==> config.mk <==
export PLATFORM = sky130hd
export DESIGN_NAME = clock_buffer_output_control
export DESIGN_NICKNAME = d
export VERILOG_FILES = /design/src/verilog/clock_buffer_pkg.sv /design/src/verilog/smbus_target.sv /design/src/verilog/clock_buffer_output_control.sv
export VERILOG_INCLUDE_DIRS = /design/src /design/src/verilog
export SDC_FILE = /design/constraint.sdc
export NUM_CORES = 1
export LEC_CHECK = 0
export BUFFER_PORTS_ARGS = -buffer_cell sky130_fd_sc_hd__buf_2
export CAP_MARGIN = 20
export CORE_AREA = 4 4 146 148
export CTS_CLUSTER_DIAMETER = 40
export DETAILED_ROUTE_END_ITERATION = 10
export DIE_AREA = 0 0 150 152
export HOLD_SLACK_MARGIN = 0.12
export PLACE_DENSITY = 0.57
export SLEW_MARGIN = 5
export SYNTH_ARGS = -nofsm -noshare
export SYNTH_HDL_FRONTEND = slang
export SYNTH_HIERARCHICAL = 1
export SYNTH_SLANG_ARGS = --single-unit
==> constraint.sdc <==
create_clock -name sys_clk_in -period 3.03 [get_ports sys_clk_in]
set_input_delay 0.606 -clock sys_clk_in [delete_from_list [all_inputs] [get_ports sys_clk_in]]
set_output_delay 0.606 -clock sys_clk_in [all_outputs]
set_load 0.02 [all_outputs]
==> src/verilog/clock_buffer_regs.svh <==
// byte offsets, field positions, reset values and timing counts of the clock buffer control
// assumes a 10 MHz system clock; included by the control block and its testbench
`ifndef CLOCK_BUFFER_REGS_SVH
`define CLOCK_BUFFER_REGS_SVH

`define OFS_PLL_MODE 8'h01
`define OFS_OE_BITS 8'h02
`define OFS_STOP_STATE 8'h0b

`define MODE_RB_LSB 6
`define MODE_CTL_LSB 3
`define STOP_TRUE_BIT 1
`define STOP_COMP_BIT 0

`define MODE_LO_BW 2'h0
`define MODE_BYPASS 2'h1
`define MODE_HI_BW 2'h3

`define ADDR_STRAP_LO 7'h6b
`define ADDR_STRAP_MID 7'h6c
`define ADDR_STRAP_HI 7'h6d

`define OE_BITS_RESET 6'h3f
`define STOP_STATE_RESET 2'h0

`define SYS_CLK_KHZ 10000
`define LOS_DETECT_MS 6
`define LOS_DETECT_CYC (`LOS_DETECT_MS * `SYS_CLK_KHZ)
`define LOS_RELEASE_US 500
`define LOS_REL_EDGES 3'h4
`define DRVPD_US 300
`define DRVPD_CYC (`DRVPD_US * `SYS_CLK_KHZ / 1000)

`endif

==> src/verilog/clock_buffer_pkg.sv <==
// types shared by the clock buffer control block and its management bus target
// no assumptions beyond a SystemVerilog package scope
package clock_buffer_pkg;
	typedef enum logic [1:0] {PW_WAIT, PW_RUN, PW_DOWN} pwr_state_e;
	typedef enum logic [2:0] {T_IDLE, T_ADDR, T_CMD, T_WDATA, T_RDATA} target_state_e;
endpackage

==> src/verilog/smbus_target.sv <==
// two-wire management bus target: address match, command byte, byte writes and reads
// assumes scl and sda already pass through two synchronising flip-flops upstream
`timescale 1ns/100ps
module smbus_target
	import clock_buffer_pkg::*;
(
	input wire logic sys_clk_in,
	input wire logic rst_in,
	input wire logic scl_in,
	input wire logic sda_in,
	input wire logic active_in,
	input wire logic [6:0] dev_addr_in,
	input wire logic [7:0] rd_data_in,
	output logic [7:0] ptr_out,
	output logic [7:0] wr_data_out,
	output logic wr_en_out,
	output logic sda_oe_out
);
	target_state_e state_q;
	logic scl_q, sda_q, ack_q, rw_q;
	logic [3:0] cnt_q;
	logic [7:0] sh_q, tx_q;

	wire start_det = scl_in & scl_q & sda_q & ~sda_in;
	wire stop_det = scl_in & scl_q & ~sda_q & sda_in;
	wire rise = scl_in & ~scl_q;
	wire fall = ~scl_in & scl_q;
	wire [2:0] tx_idx = 3'(4'h7 - cnt_q);

	always_ff @(posedge sys_clk_in) begin
		scl_q <= scl_in;
		sda_q <= sda_in;
	end

	// ack is driven across the whole ninth bit: from the eighth fall to the ninth fall
	always_ff @(posedge sys_clk_in) begin
		wr_en_out <= 1'b0;
		if (rst_in || !active_in || stop_det) begin
			state_q <= T_IDLE;
			cnt_q <= 4'h0;
			ack_q <= 1'b0;
			sda_oe_out <= 1'b0;
			if (rst_in) begin
				ptr_out <= 8'h00;
				wr_data_out <= 8'h00;
				sh_q <= 8'h00;
				tx_q <= 8'h00;
				rw_q <= 1'b0;
			end
		end else if (start_det) begin
			state_q <= T_ADDR;
			cnt_q <= 4'h0;
			ack_q <= 1'b0;
			sda_oe_out <= 1'b0;
		end else if (state_q != T_IDLE && rise) begin
			if (cnt_q != 4'h8) begin
				sh_q <= {sh_q[6:0], sda_in};
				cnt_q <= cnt_q + 4'h1;
			end else begin
				cnt_q <= 4'h0;
				if (state_q == T_RDATA) begin
					if (sda_in)
						state_q <= T_IDLE;
					else
						ptr_out <= ptr_out + 8'h01;
				end
			end
		end else if (state_q != T_IDLE && fall) begin
			if (cnt_q == 4'h8) begin
				ack_q <= 1'b1;
				case (state_q)
					T_ADDR: begin
						if (sh_q[7:1] == dev_addr_in) begin
							rw_q <= sh_q[0];
							sda_oe_out <= 1'b1;
						end else begin
							state_q <= T_IDLE;
						end
					end
					T_CMD: begin
						ptr_out <= sh_q;
						sda_oe_out <= 1'b1;
					end
					T_WDATA: begin
						wr_data_out <= sh_q;
						wr_en_out <= 1'b1;
						sda_oe_out <= 1'b1;
					end
					default: sda_oe_out <= 1'b0;
				endcase
			end else if (cnt_q == 4'h0 && ack_q) begin
				ack_q <= 1'b0;
				sda_oe_out <= 1'b0;
				case (state_q)
					T_ADDR: begin
						state_q <= rw_q ? T_RDATA : T_CMD;
						if (rw_q) begin
							tx_q <= rd_data_in;
							sda_oe_out <= ~rd_data_in[7];
						end
					end
					T_CMD: state_q <= T_WDATA;
					T_WDATA: ptr_out <= ptr_out + 8'h01;
					T_RDATA: begin
						tx_q <= rd_data_in;
						sda_oe_out <= ~rd_data_in[7];
					end
					default: state_q <= T_IDLE;
				endcase
			end else if (state_q == T_RDATA) begin
				sda_oe_out <= ~tx_q[tx_idx];
			end
		end
	end
endmodule

==> src/verilog/clock_buffer_output_control.sv <==
// control logic of a six-output differential clock fanout buffer with a zero-delay pll
// assumes an analog pll outside that takes pll_enable_out and returns its clock and lock
`timescale 1ns/100ps
`include "clock_buffer_regs.svh"
module clock_buffer_output_control
	import clock_buffer_pkg::*;
#(
	parameter int unsigned LOS_DETECT_CYC = `LOS_DETECT_CYC
) (
	input wire logic sys_clk_in,
	input wire logic rst_in,
	input wire logic ref_clk_in,
	input wire logic pll_clk_in,
	input wire logic pll_lock_in,
	input wire logic power_good_powerdown_n_in,
	input wire logic [5:0] output_enable_pin_n_in,
	input wire logic [1:0] bus_address_strap_in,
	input wire logic [1:0] bandwidth_bypass_strap_in,
	input wire logic scl_in,
	input wire logic sda_in,
	output logic sda_out,
	output logic sda_oe_out,
	output logic los_out,
	output logic los_oe_out,
	output logic [5:0] diff_clock_output_t_out,
	output logic [5:0] diff_clock_output_c_out,
	output logic pll_enable_out,
	output logic pll_high_bw_out
);
	logic [15:0] meta_q, sync_q;
	pwr_state_e state_q;
	logic [1:0] strap_code_q, mode_ctl_q, stop_q;
	logic [6:0] dev_addr_q;
	logic [5:0] oe_bit_q, run_q, run_d;
	logic src_q, ref_prev_q, los_q;
	logic [16:0] gap_q;
	logic [2:0] rel_q;
	logic [7:0] ptr, wr_data, rd_data;
	logic wr_en, sda_oe;

	// every pin goes through two flops; only sync_q is read by logic
	wire [15:0] pins_raw = {power_good_powerdown_n_in, output_enable_pin_n_in,
		bus_address_strap_in, bandwidth_bypass_strap_in, ref_clk_in, pll_clk_in,
		pll_lock_in, scl_in, sda_in};

	always_ff @(posedge sys_clk_in) begin
		if (rst_in) begin
			meta_q <= 16'h0000;
			sync_q <= 16'h0000;
		end else begin
			meta_q <= pins_raw;
			sync_q <= meta_q;
		end
	end

	wire pg_s = sync_q[15];
	wire [5:0] oe_pin_s = sync_q[14:9];
	wire [1:0] addr_strap_s = sync_q[8:7];
	wire [1:0] mode_strap_s = sync_q[6:5];
	wire ref_s = sync_q[4];
	wire pll_s = sync_q[3];
	wire lock_s = sync_q[2];
	wire scl_s = sync_q[1];
	wire sda_s = sync_q[0];

	// strap pins arrive as 00 low, 01 mid, 11 high; a stray 10 is taken as mid
	wire [1:0] mode_strap_code = (mode_strap_s == 2'h2) ? `MODE_BYPASS : mode_strap_s;
	wire [6:0] addr_sel = (addr_strap_s == 2'h0) ? `ADDR_STRAP_LO :
		(addr_strap_s == 2'h3) ? `ADDR_STRAP_HI : `ADDR_STRAP_MID;
	wire pg_first = (state_q == PW_WAIT) && pg_s;

	wire bypass = (mode_ctl_q != `MODE_LO_BW) && (mode_ctl_q != `MODE_HI_BW);
	wire src = bypass ? ref_s : pll_s;
	wire src_fall = src_q & ~src;
	wire allow = (state_q == PW_RUN) && (bypass || lock_s);
	wire [5:0] want = oe_bit_q & ~oe_pin_s;

	wire wr_mode = wr_en && (ptr == `OFS_PLL_MODE);
	wire wr_oe = wr_en && (ptr == `OFS_OE_BITS);
	wire wr_stop = wr_en && (ptr == `OFS_STOP_STATE);
	wire [7:0] mode_byte = (8'(strap_code_q) << `MODE_RB_LSB) | (8'(mode_ctl_q) << `MODE_CTL_LSB);
	assign rd_data = (ptr == `OFS_PLL_MODE) ? mode_byte :
		(ptr == `OFS_OE_BITS) ? {2'h0, oe_bit_q} :
		(ptr == `OFS_STOP_STATE) ? {6'h00, stop_q} : 8'h00;

	always_ff @(posedge sys_clk_in) begin
		if (rst_in) begin
			state_q <= PW_WAIT;
			strap_code_q <= `MODE_BYPASS;
			mode_ctl_q <= `MODE_BYPASS;
			dev_addr_q <= `ADDR_STRAP_MID;
		end else begin
			case (state_q)
				PW_WAIT: if (pg_s) begin
					strap_code_q <= mode_strap_code;
					mode_ctl_q <= mode_strap_code;
					dev_addr_q <= addr_sel;
					state_q <= PW_RUN;
				end
				PW_RUN: if (!pg_s) state_q <= PW_DOWN;
				PW_DOWN: if (pg_s) state_q <= PW_RUN;
				default: state_q <= PW_WAIT;
			endcase
			if (wr_mode)
				mode_ctl_q <= wr_data[`MODE_CTL_LSB +: 2];
		end
	end

	always_ff @(posedge sys_clk_in) begin
		if (rst_in) begin
			oe_bit_q <= `OE_BITS_RESET;
			stop_q <= `STOP_STATE_RESET;
		end else begin
			if (wr_oe)
				oe_bit_q <= wr_data[5:0];
			if (wr_stop)
				stop_q <= wr_data[1:0];
		end
	end

	// gates change only at a falling source edge, so no runt pulse reaches a pair while the stop state is 01 (true low, complement high);
	// dropping out of run, or losing lock outside bypass, stops the pairs at once
	assign run_d = !allow ? 6'h00 : (src_fall ? want : run_q);

	always_ff @(posedge sys_clk_in) begin
		if (rst_in) begin
			src_q <= 1'b0;
			run_q <= 6'h00;
			diff_clock_output_t_out <= 6'h00;
			diff_clock_output_c_out <= 6'h00;
			pll_enable_out <= 1'b0;
			pll_high_bw_out <= 1'b0;
		end else begin
			src_q <= src;
			run_q <= run_d;
			diff_clock_output_t_out <= (run_q & {6{src}}) |
				(~run_q & {6{stop_q[`STOP_TRUE_BIT]}});
			diff_clock_output_c_out <= (run_q & {6{~src}}) |
				(~run_q & {6{stop_q[`STOP_COMP_BIT]}});
			pll_enable_out <= (state_q == PW_RUN) && !bypass;
			pll_high_bw_out <= (mode_ctl_q == `MODE_HI_BW);
		end
	end

	// loss detector: a silent input for the detect count sets the flag,
	// a few edges in a row clear it; starts flagged until edges are seen
	wire ref_edge = ref_s ^ ref_prev_q;
	wire gap_full = (gap_q >= 17'(LOS_DETECT_CYC - 1));

	always_ff @(posedge sys_clk_in) begin
		if (rst_in) begin
			ref_prev_q <= 1'b0;
			gap_q <= 17'h00000;
			rel_q <= 3'h0;
			los_q <= 1'b1;
			los_oe_out <= 1'b0;
		end else begin
			ref_prev_q <= ref_s;
			if (ref_edge) begin
				gap_q <= 17'h00000;
				if (los_q) begin
					rel_q <= rel_q + 3'h1;
					if (rel_q == `LOS_REL_EDGES - 3'h1)
						los_q <= 1'b0;
				end
			end else if (gap_full) begin
				los_q <= 1'b1;
				rel_q <= 3'h0;
			end else begin
				gap_q <= gap_q + 17'h00001;
			end
			los_oe_out <= ~los_q;
		end
	end

	assign los_out = 1'b0;
	assign sda_out = 1'b0;

	smbus_target u_target (
		.sys_clk_in(sys_clk_in),
		.rst_in(rst_in),
		.scl_in(scl_s),
		.sda_in(sda_s),
		.active_in(state_q != PW_WAIT),
		.dev_addr_in(dev_addr_q),
		.rd_data_in(rd_data),
		.ptr_out(ptr),
		.wr_data_out(wr_data),
		.wr_en_out(wr_en),
		.sda_oe_out(sda_oe)
	);

	always_ff @(posedge sys_clk_in) begin
		if (rst_in)
			sda_oe_out <= 1'b0;
		else
			sda_oe_out <= sda_oe;
	end

	AST_PD_STOPS: assert property (@(posedge sys_clk_in) disable iff (rst_in)
		(state_q == PW_DOWN)[*2] |=> (diff_clock_output_t_out == {6{$past(stop_q[1])}}) &&
		(diff_clock_output_c_out == {6{$past(stop_q[0])}}))
		else $error("pair not stopped in power-down");
	AST_PLL_OFF_PD: assert property (@(posedge sys_clk_in) disable iff (rst_in)
		(state_q != PW_RUN) |=> !pll_enable_out)
		else $error("pll enabled outside run");
	AST_BYPASS_PLL: assert property (@(posedge sys_clk_in) disable iff (rst_in)
		(bypass && $stable(mode_ctl_q)) |=> !pll_enable_out)
		else $error("pll enabled in bypass");
	AST_LOCK_BLOCK: assert property (@(posedge sys_clk_in) disable iff (rst_in)
		(!bypass && !lock_s) |=> (run_q == 6'h00))
		else $error("output running before lock");
	AST_BIT_DISABLE: assert property (@(posedge sys_clk_in) disable iff (rst_in)
		(!oe_bit_q[0] && src_fall) |=> !run_q[0])
		else $error("cleared enable bit left output running");
	AST_PIN_DISABLE: assert property (@(posedge sys_clk_in) disable iff (rst_in)
		(oe_pin_s[5] && src_fall) |=> !run_q[5])
		else $error("high enable pin left output running");
	AST_RUN_ON_EDGE: assert property (@(posedge sys_clk_in) disable iff (rst_in)
		$rose(run_q[1]) |-> $past(src_fall))
		else $error("output started away from a source edge");
	AST_ADDR_LATCH: assert property (@(posedge sys_clk_in) disable iff (rst_in)
		pg_first && (addr_strap_s == 2'h0) |=> (dev_addr_q == 7'h6b) [*2])
		else $error("low address strap gave wrong address");
	AST_MODE_DEFAULT: assert property (@(posedge sys_clk_in) disable iff (rst_in)
		pg_first && (mode_strap_s == 2'h1) |=> bypass && (strap_code_q == 2'h1))
		else $error("mid mode strap did not select bypass");
	AST_LOS_SET: assert property (@(posedge sys_clk_in) disable iff (rst_in)
		(gap_full && !ref_edge) |=> los_q ##1 !los_oe_out)
		else $error("loss not flagged after silent input");
endmodule

# Word level (Yosys, flattened, before mapping)
# Cells that the tools add are included.
[word_totals] ff_bits=141 latchBits=0 ram_bits=0 rom_bits=0 in_bits=18 out_inout_bits=18 elab_cells=257 n_memories=0
[classes] n_addsub=5 n_mul=0 n_div=0 magnitude_cmp=2 eq_ne=42 shift=0 n_mux=83 n_bitwise=31 n_reduce_logical=61
[op_table] operator="$mux W8" count=24
[op_table] operator="$mux W3" count=14
[op_table] operator="$mux W6" count=7
[op_table] operator="$and A6 B6 Y6" count=5
[op_table] operator="$reduce_bool A2 Y1" count=15
[op_table] operator="$mux W1" count=24
[op_table] operator="$ne A3 B2 Y1 const B" count=8
[op_table] operator="$reduce_and A8 Y1" count=3
[op_table] operator="$reduce_bool A3 Y1" count=6
[op_table] operator="$add A17 B1 Y17 const B" count=1
[op_table] operator="$ge A17 B16 Y1 const B" count=1
[op_table] operator="$ne A2 B2 Y1 const B" count=8
[op_table] operator="$pmux W8 S2" count=1
[op_table] operator="$mux W2" count=7
[op_table] operator="$ne A4 B2 Y1 const B" count=3
[op_table] operator="$not A1 Y1" count=12
[op_table] operator="$not A6 Y6" count=2
[op_table] operator="$or A6 B6 Y6" count=2
[op_table] operator="$reduce_bool A4 Y1" count=3
[op_table] operator="$reduce_or A2 Y1" count=6
[op_table] operator="$eq A3 B2 Y1 const B" count=3
[op_table] operator="$logic_and A1 B1 Y1" count=9
[op_table] operator="$pmux W3 S3" count=1
[op_table] operator="$reduce_and A9 Y1" count=1
[op_table] operator="36 further kinds" count=58

# Logic depth before layout (Yosys ltp)
# Gate-level depths: netlist of run 1.
[depth] word_depth=12 ltp_mapped=9 ltp_nobuf=7

# Modules after synthesis
# Netlist of run 1, hierarchy kept.
[modules_own_cells] module="clock_buffer_output_control" n_inst=1 cells_per_inst=382 area_each_um2=3592.2 seq_area_each_um2=1881.8
[modules_own_cells] module="smbus_target" n_inst=1 cells_per_inst=230 area_each_um2=2493.6 seq_area_each_um2=1231.2

# Worst setup path before layout of run 1
# No wires, ideal clock.
[synth_path] kind="reg2reg" start="register u_target.cnt_q[0]" end="register u_target.ptr_out[0], enable pin" setup_ps=387 arrival_time_ps=1986 t_required_ps=2643 path_slack_ps=657 path_stages_with_launch=8 n_path_buf=0 synth_period_minus_slack_ps=2373 cell_sequence="dfxtp_1 > inv_1 > ha_1 > nand3b_1 > or3_1 > o21ai_1 > a32oi_1 > o31ai_1"
[synth_via] elab_chain_cells=4 elab_cells_between_ends=9 cone_classes="4 x eq/ne; 5 x reduce/logical"
[synth_lines] item="from (decl)" line_no="smbus_target.sv:21" rtl="logic [3:0] cnt_q;"
[synth_lines] item="from (signal assigned)" line_no="smbus_target.sv:58" rtl="cnt_q <= cnt_q + 4'h1;"
[synth_lines] item="$logic_not A4 Y1" line_no="smbus_target.sv:91" rtl="end else if (cnt_q == 4'h0 && ack_q) begin"
[synth_lines] item="$logic_and A1 B1 Y1" line_no="smbus_target.sv:91"
[synth_lines] item="$reduce_bool A4 Y1 (no line)"
[synth_lines] item="$reduce_and A9 Y1 (no line) *"
[synth_lines] item="to (signal assigned)" line_no="smbus_target.sv:65" rtl="ptr_out <= ptr_out + 8'h01;"
[synth_lines] item="to (signal assigned)" line_no="smbus_target.sv:81" rtl="ptr_out <= sh_q;"
[synth_lines] item="to (signal assigned)" line_no="smbus_target.sv:103" rtl="T_WDATA: ptr_out <= ptr_out + 8'h01;"
[synth_lines] item="to (decl)" line_no="smbus_target.sv:14" rtl="output logic [7:0] ptr_out,"
# Every way passes the cells marked *; elsewhere a longest branch is shown, timed or not.
# A chain may end at the register's enable or synchronous reset.

# Worst setup path after layout of run 1
[layout_path] start="register u_target.cnt_q[0]" end="register u_target.ptr_out[6], enable pin"
# The elaborated chain is that of the path after synthesis.

==> impl_metrics.env, run 1 <==
export IMPL_timing_final_crit_share=0.756
export IMPL_status="finished, final reports clean"
export IMPL_num_rows=52
export IMPL_worstPathRequired_ns=3.15
export IMPL_route_detailed_drc=0
export IMPL_reg2reg_slack_ns=0.74
export IMPL_r2r_end="u_target/ptr_out[6]$_SDFFCE_PP0P_"
export IMPL_gp_congestion=0.856
export IMPL_cap_violations=0
export IMPL_final_cell_mix="106 x dfxtp_1, 68 x nor2_1, 40 x nand2_1"
export IMPL_worst_pin_slew_ns=0.907
export IMPL_io_pins=36
export IMPL_drt_pass1_iterations=4
export IMPL_min_period_ns=2.29
export IMPL_die_h_um=152
export IMPL_dp_cells=890
export IMPL_cts_resized=0
export IMPL_n_antenna_cell=0
export IMPL_synth_cells=609
export IMPL_cts_sinks=137
export IMPL_tns_ns=0
export IMPL_antenna_found_initial=0
export IMPL_power_density_mw_per_mm2=583
export IMPL_via_per_inst=4.67
export IMPL_crit_path_end="u_target/ptr_out[6]$_SDFFCE_PP0P_"
export IMPL_final_hold_violation_count=0
export IMPL_r2r_start="u_target/cnt_q[0]$_SDFFE_PP0P_"
export IMPL_rsz0062_at_grt="false"
export IMPL_wl_per_cell_um=13.1
export IMPL_overflow=0
export IMPL_die_w_um=150
export IMPL_path_max_fanout=9
export IMPL_max_slew_margin=0.389
export IMPL_root_buffer="clkbuf_16"
export IMPL_ant_nets=0
export IMPL_clk_pin_slew_ns=0.06
export IMPL_start_util=0.300
export IMPL_grt_max_degree=41
export IMPL_cts_hold_buffers=0
export IMPL_synthesis_area_mm2=0.00602
export IMPL_final_nets=665
export IMPL_grt_use_total=0.113
export IMPL_placed_area_mm2=0.00641
export IMPL_dpl_hpwl_mm=8.57
export IMPL_finalNonFillerCells=922
export IMPL_postCtsSetupBuffers=0
export IMPL_final_cell_area_mm2=0.00699
export IMPL_ir_worst_vdd_uv=446
export IMPL_cellLeakagePower_nw=2.53
export IMPL_slew_violations=0
export IMPL_hold_class="register to register"
export IMPL_avgSynthCellArea_um2=9.88
export IMPL_drive_above_1_share=0.153
export IMPL_dr_total_vias=4307
export IMPL_core_mm2=0.0200
export IMPL_worstSkewPairLatency_ns=0.42
export IMPL_yosysWarnings=6
export IMPL_grt_pass1_wl_mm=20.9
export IMPL_drt_iter0_markers=332
export IMPL_r2r_cells=7
export IMPL_die_area_mm2=0.0228
export IMPL_clockBufferDepth=2
export IMPL_grt_pass1_vias=4212
export IMPL_wirelength_mm=12.1
export IMPL_cts_buffers=17
export IMPL_critPathLaunch="u_target/cnt_q[0]$_SDFFE_PP0P_"
export IMPL_cp_data_arrival_time_ns=2.41
export IMPL_htree_num_levels=4
export IMPL_cp_start_kind="register"
export IMPL_skew_ns=0.0106
export IMPL_port_buffers=33
export IMPL_synthToLayoutAreaGrowth_pct=16.1
export IMPL_cts_tree="done"
export IMPL_crit_type="register to register"
export IMPL_max_freq_ghz=0.436
export IMPL_cp_end_kind="register"
export IMPL_finalSetupViolations=0
export IMPL_final_common_cell="dfxtp_1"
[state kept, by name, summed over array words and instances, names as in the netlist, 4 cells and up]
name / flops
meta_q: 16
u_target/tx_q: 8
run_q: 6
u_target/sh_q: 8
diff_clock_output_t_out: 6
u_target/cnt_q: 4
u_target/ptr_out: 8
gap_q: 17
sync_q: 16
oe_bit_q: 6
diff_clock_output_c_out: 6
u_target/wr_data_out: 6
[critical path, cell delays in order (launching register included)]
cell     delay, ns
dfxtp_1       0.39
inv_1         0.09
ha_1          0.20
nor2b_1       0.22
and2_1        0.42
a32oi_1       0.18
o31ai_1       0.28
buf_4         0.22
[worst min path at each step]
stage	slack (ns)	cells after the start	from	end
2_1_floorplan	0.37	0	sync_q[1]$_SDFF_PP0_	u_target/scl_q$_DFF_P_
3_3_place_gp	0.38	0	sync_q[1]$_SDFF_PP0_	u_target/scl_q$_DFF_P_
3_5_place_dp	0.39	0	sync_q[1]$_SDFF_PP0_	u_target/scl_q$_DFF_P_
4_1_cts	0.37	2	output_enable_pin_n_in[0]	meta_q[9]$_SDFF_PP0_
5_1_grt	0.39	2	output_enable_pin_n_in[0]	meta_q[9]$_SDFF_PP0_
6_report	0.40	0	sync_q[1]$_SDFF_PP0_	u_target/scl_q$_DFF_P_
[layout make-up]
| class | count | area (µm²) |
|---|---|---|
| clock buffer | 18 | 450 |
| clock inverter | 14 | 128 |
| multi-input combinational | 433 | 2770 |
| inverter | 11 | 41.3 |
| tap | 270 | 338 |
| timing repair buffer | 39 | 210 |
| sequential | 137 | 3050 |
| fill | 2120 | 13000 |
[per-stage QoR]
| stage | hold WS (ns) | utilization | worst slack (ns) | power [mW] |
|---|---|---|---|---|
| floorplan | 0.367 | - | 0.657 | 2.09 |
| CTS | 0.375 | 0.349 | 0.729 | 4.15 |
| finish | 0.395 | 0.349 | 0.739 | 4.08 |
| global placement | 0.377 | 0.320 | 0.793 | 2.13 |
| detailed placement | 0.390 | 0.320 | 0.742 | 2.13 |
| global route | 0.387 | 0.349 | 0.566 | 4.24 |
[per-layer routing]
| metal | global-route usage | vias up | wire length, µm |
|---|---|---|---|
| met5 | 0 | - | 0 |
| li1 | - | 2214 | - |
| met1 | 0.152 | 2019 | 6000 |
| met3 | 0.0346 | 9 | 425 |
| met4 | 0.0401 | 0 | 123 |
| met2 | 0.172 | 65 | 5570 |
[where the power goes]
group | internal, mW | total, mW | leakage (nW) | switching [mW]
logic | 0.0615 | 0.145 | 1.06 | 0.0832
registers | 1.91 | 1.94 | 1.18 | 0.0310
clock network | 1.13 | 1.99 | 0.285 | 0.859
total | 3.10 | 4.08 | 2.53 | 0.973
(Power assumes the default switching activity.)
==> run 2: changes to the inputs <==
- clock period: 3.03 -> 2.25 ns (I/O delays scaled with it)
==> run 2 against run 1 <==
  * Via count grew 1.6%
  * Cell count grew 1.5%
  * First-iteration DRC count shrank 30%
  * Register-to-register slack lost 0.59 ns
  * Critical path type unchanged
==> impl_metrics.env, run 2 (same netlist as run 1, synthesis figures left out) <==
export IMPL_status="finished, final reports clean"
export IMPL_slew_violations=0
export IMPL_cp_slowest_cell="dfxtp_1"
export IMPL_cp_data_arrival_time_ns=2.21
export IMPL_top_layer_used="met4"
export IMPL_wirelength_mm=12.2
export IMPL_wl_met3_um=487
export IMPL_postCtsSetupBuffers=0
export IMPL_grt_max_degree=45
export IMPL_cp_start_kind="register"
export IMPL_path_cells="inv_1, ha_1, nor2b_1, and2_1, buf_4, nand2_4, o31ai_4"
export IMPL_core_mm2=0.0200
export IMPL_grt_use_total=0.113
export IMPL_route_detailed_drc=0
export IMPL_skew_ns=0.00904
export IMPL_worstPathRequired_ns=2.36
export IMPL_num_rows=52
export IMPL_grt_pass1_vias=4214
export IMPL_timing_final_crit_share=0.932
export IMPL_pwr_share_seq=0.464
export IMPL_root_buffer="clkbuf_16"
export IMPL_grt_pass1_wl_mm=21.0
export IMPL_cts_resized=0
export IMPL_via_per_inst=4.68
export IMPL_drt_pass1_iterations=4
export IMPL_cts_tree="done"
export IMPL_cellLeakagePower_nw=2.61
export IMPL_clk_pin_slew_ns=0.06
export IMPL_r2r_cells=7
export IMPL_wl_per_cell_um=13.0
export IMPL_top_register="gap_q"
export IMPL_htree_num_levels=4
export IMPL_cp_end_kind="register"
export IMPL_final_cell_mix="106 x dfxtp_1, 68 x nor2_1, 40 x nand2_1"
export IMPL_hold_class="input pin to register"
export IMPL_cts_sinks=137
export IMPL_final_hold_violation_count=0
export IMPL_largestRegisters="gap_q (17), meta_q (16), sync_q (16)"
export IMPL_final_nets=679
export IMPL_cts_buffers=17
export IMPL_io_pins=36
export IMPL_place_ws_ns=0.185
export IMPL_drt_iter0_markers=232
export IMPL_crit_type="register to register"
export IMPL_min_period_ns=2.10
export IMPL_worst_pin_slew_ns=0.781
export IMPL_cts_hold_buffers=0
export IMPL_dr_total_vias=4376
export IMPL_reg2reg_slack_ns=0.15
export IMPL_p_switching_mw=1.27
export IMPL_start_util=0.300
export IMPL_die_w_um=150
export IMPL_ir_worst_vdd_uv=637
export IMPL_n_antenna_cell=0
export IMPL_hold_path_cell_count=2
export IMPL_wl_met1_mm=5.82
export IMPL_swShare=0.224
export IMPL_path_max_fanout=17
export IMPL_die_h_um=152
export IMPL_rsz0062_at_grt="false"
export IMPL_dpl_hpwl_mm=8.77
export IMPL_max_freq_ghz=0.477
export IMPL_port_buffers=33
export IMPL_met2_length_mm=5.74
export IMPL_worstSkewPairLatency_ns=0.42
export IMPL_final_common_cell="dfxtp_1"
export IMPL_largest_register_ffs=17
export IMPL_max_slew_margin=0.478
export IMPL_critPathMaxStageDelay_ns=0.34
export IMPL_layout_setup_ws_ns=0.153
export IMPL_antenna_found_initial=0
export IMPL_overflow=0
export IMPL_internal_power_mw=4.38
export IMPL_cap_violations=0
export IMPL_tns_ns=0
export IMPL_finalSetupViolations=0
export IMPL_clockBufferDepth=2
export IMPL_power_density_mw_per_mm2=791
export IMPL_gp_congestion=0.885
export IMPL_die_area_mm2=0.0228
export IMPL_ant_nets=0
export IMPL_synthToLayoutAreaGrowth_pct=18.6
export IMPL_power_frac_comb=0.036
export IMPL_p_clk_frac=0.501
export IMPL_drive_above_1_share=0.173
## run 2: changes by cell type in the layout (fill, tap and decap cells not counted)
cell,previous run,this run
buf_4,6,20
o31ai_1,6,4
o31ai_2,0,2
bufinv_16,0,1
clkbuf_1,0,1
clkbuf_16,18,19
clkbuf_8,0,1
clkinv_2,1,0
clkinv_8,1,0
inv_4,1,0
inv_8,2,1
## run 2: layout make-up
| cell class | count | area, µm² |
|---|---|---|
| repair buffers | 53 | 315 |
| well taps | 270 | 338 |
| multi-input cells | 433 | 2780 |
| clock inverters | 11 | 119 |
| fillers | 2066 | 12900 |
| flip-flops and latches | 137 | 3050 |
| clock buffers | 21 | 493 |
| inverters | 11 | 41.3 |
## run 2: metal layers
layer / up-vias / global-route usage
met2: 82 / 0.181
met5: - / 0
met1: 2048 / 0.148
met4: 0 / 0.0401
li1: 2232 / -
met3: 14 / 0.0304
## run 2: power by group through the flow
stage               combinational, mW  sequential [mW]  clock, mW
floorplan                       0.152             2.66          0
global route                    0.229             2.63       3.02
global placement                0.202             2.67          0
detailed placement              0.203             2.67          0
finish                          0.201             2.62       2.83
CTS                             0.204             2.62       2.90
## run 2: path summary, 6_finish.rpt
| kind | end | startpoint |
|---|---|---|
| worst max-delay path | u_target/rw_q$_SDFFCE_PP0P_ | u_target/cnt_q[1]$_SDFFE_PP0P_ |
| worst max register to register | u_target/rw_q$_SDFFCE_PP0P_ | u_target/cnt_q[1]$_SDFFE_PP0P_ |
| worst min register to register | u_target/scl_q$_DFF_P_ | sync_q[1]$_SDFF_PP0_ |
| worst min-delay path | meta_q[6]$_SDFF_PP0_ | bandwidth_bypass_strap_in[1] |
## run 2: critical path, delay by kind of cell (launching register included)
family | cells | cell delay (ns)
buf+inv | 2 | 0.29
fa+ha+maj | 1 | 0.24
compound gates | 1 | 0.27
simple gates | 3 | 0.65
flops | 1 | 0.34
## run 2: metrics by stage
stage | utilization | hold WS (ns) | instances | power (mW) | cell area (µm²)
after floorplan | - | 0.367 | 613 | 2.81 | 6040
after global placement | 0.326 | 0.382 | 904 | 2.87 | 6530
after detailed placement | 0.326 | 0.387 | 904 | 2.88 | 6530
after CTS | 0.356 | 0.226 | 936 | 5.72 | 7140
after global routing | 0.356 | 0.233 | 936 | 5.88 | 7140
final | 0.356 | 0.237 | 936 | 5.65 | 7140
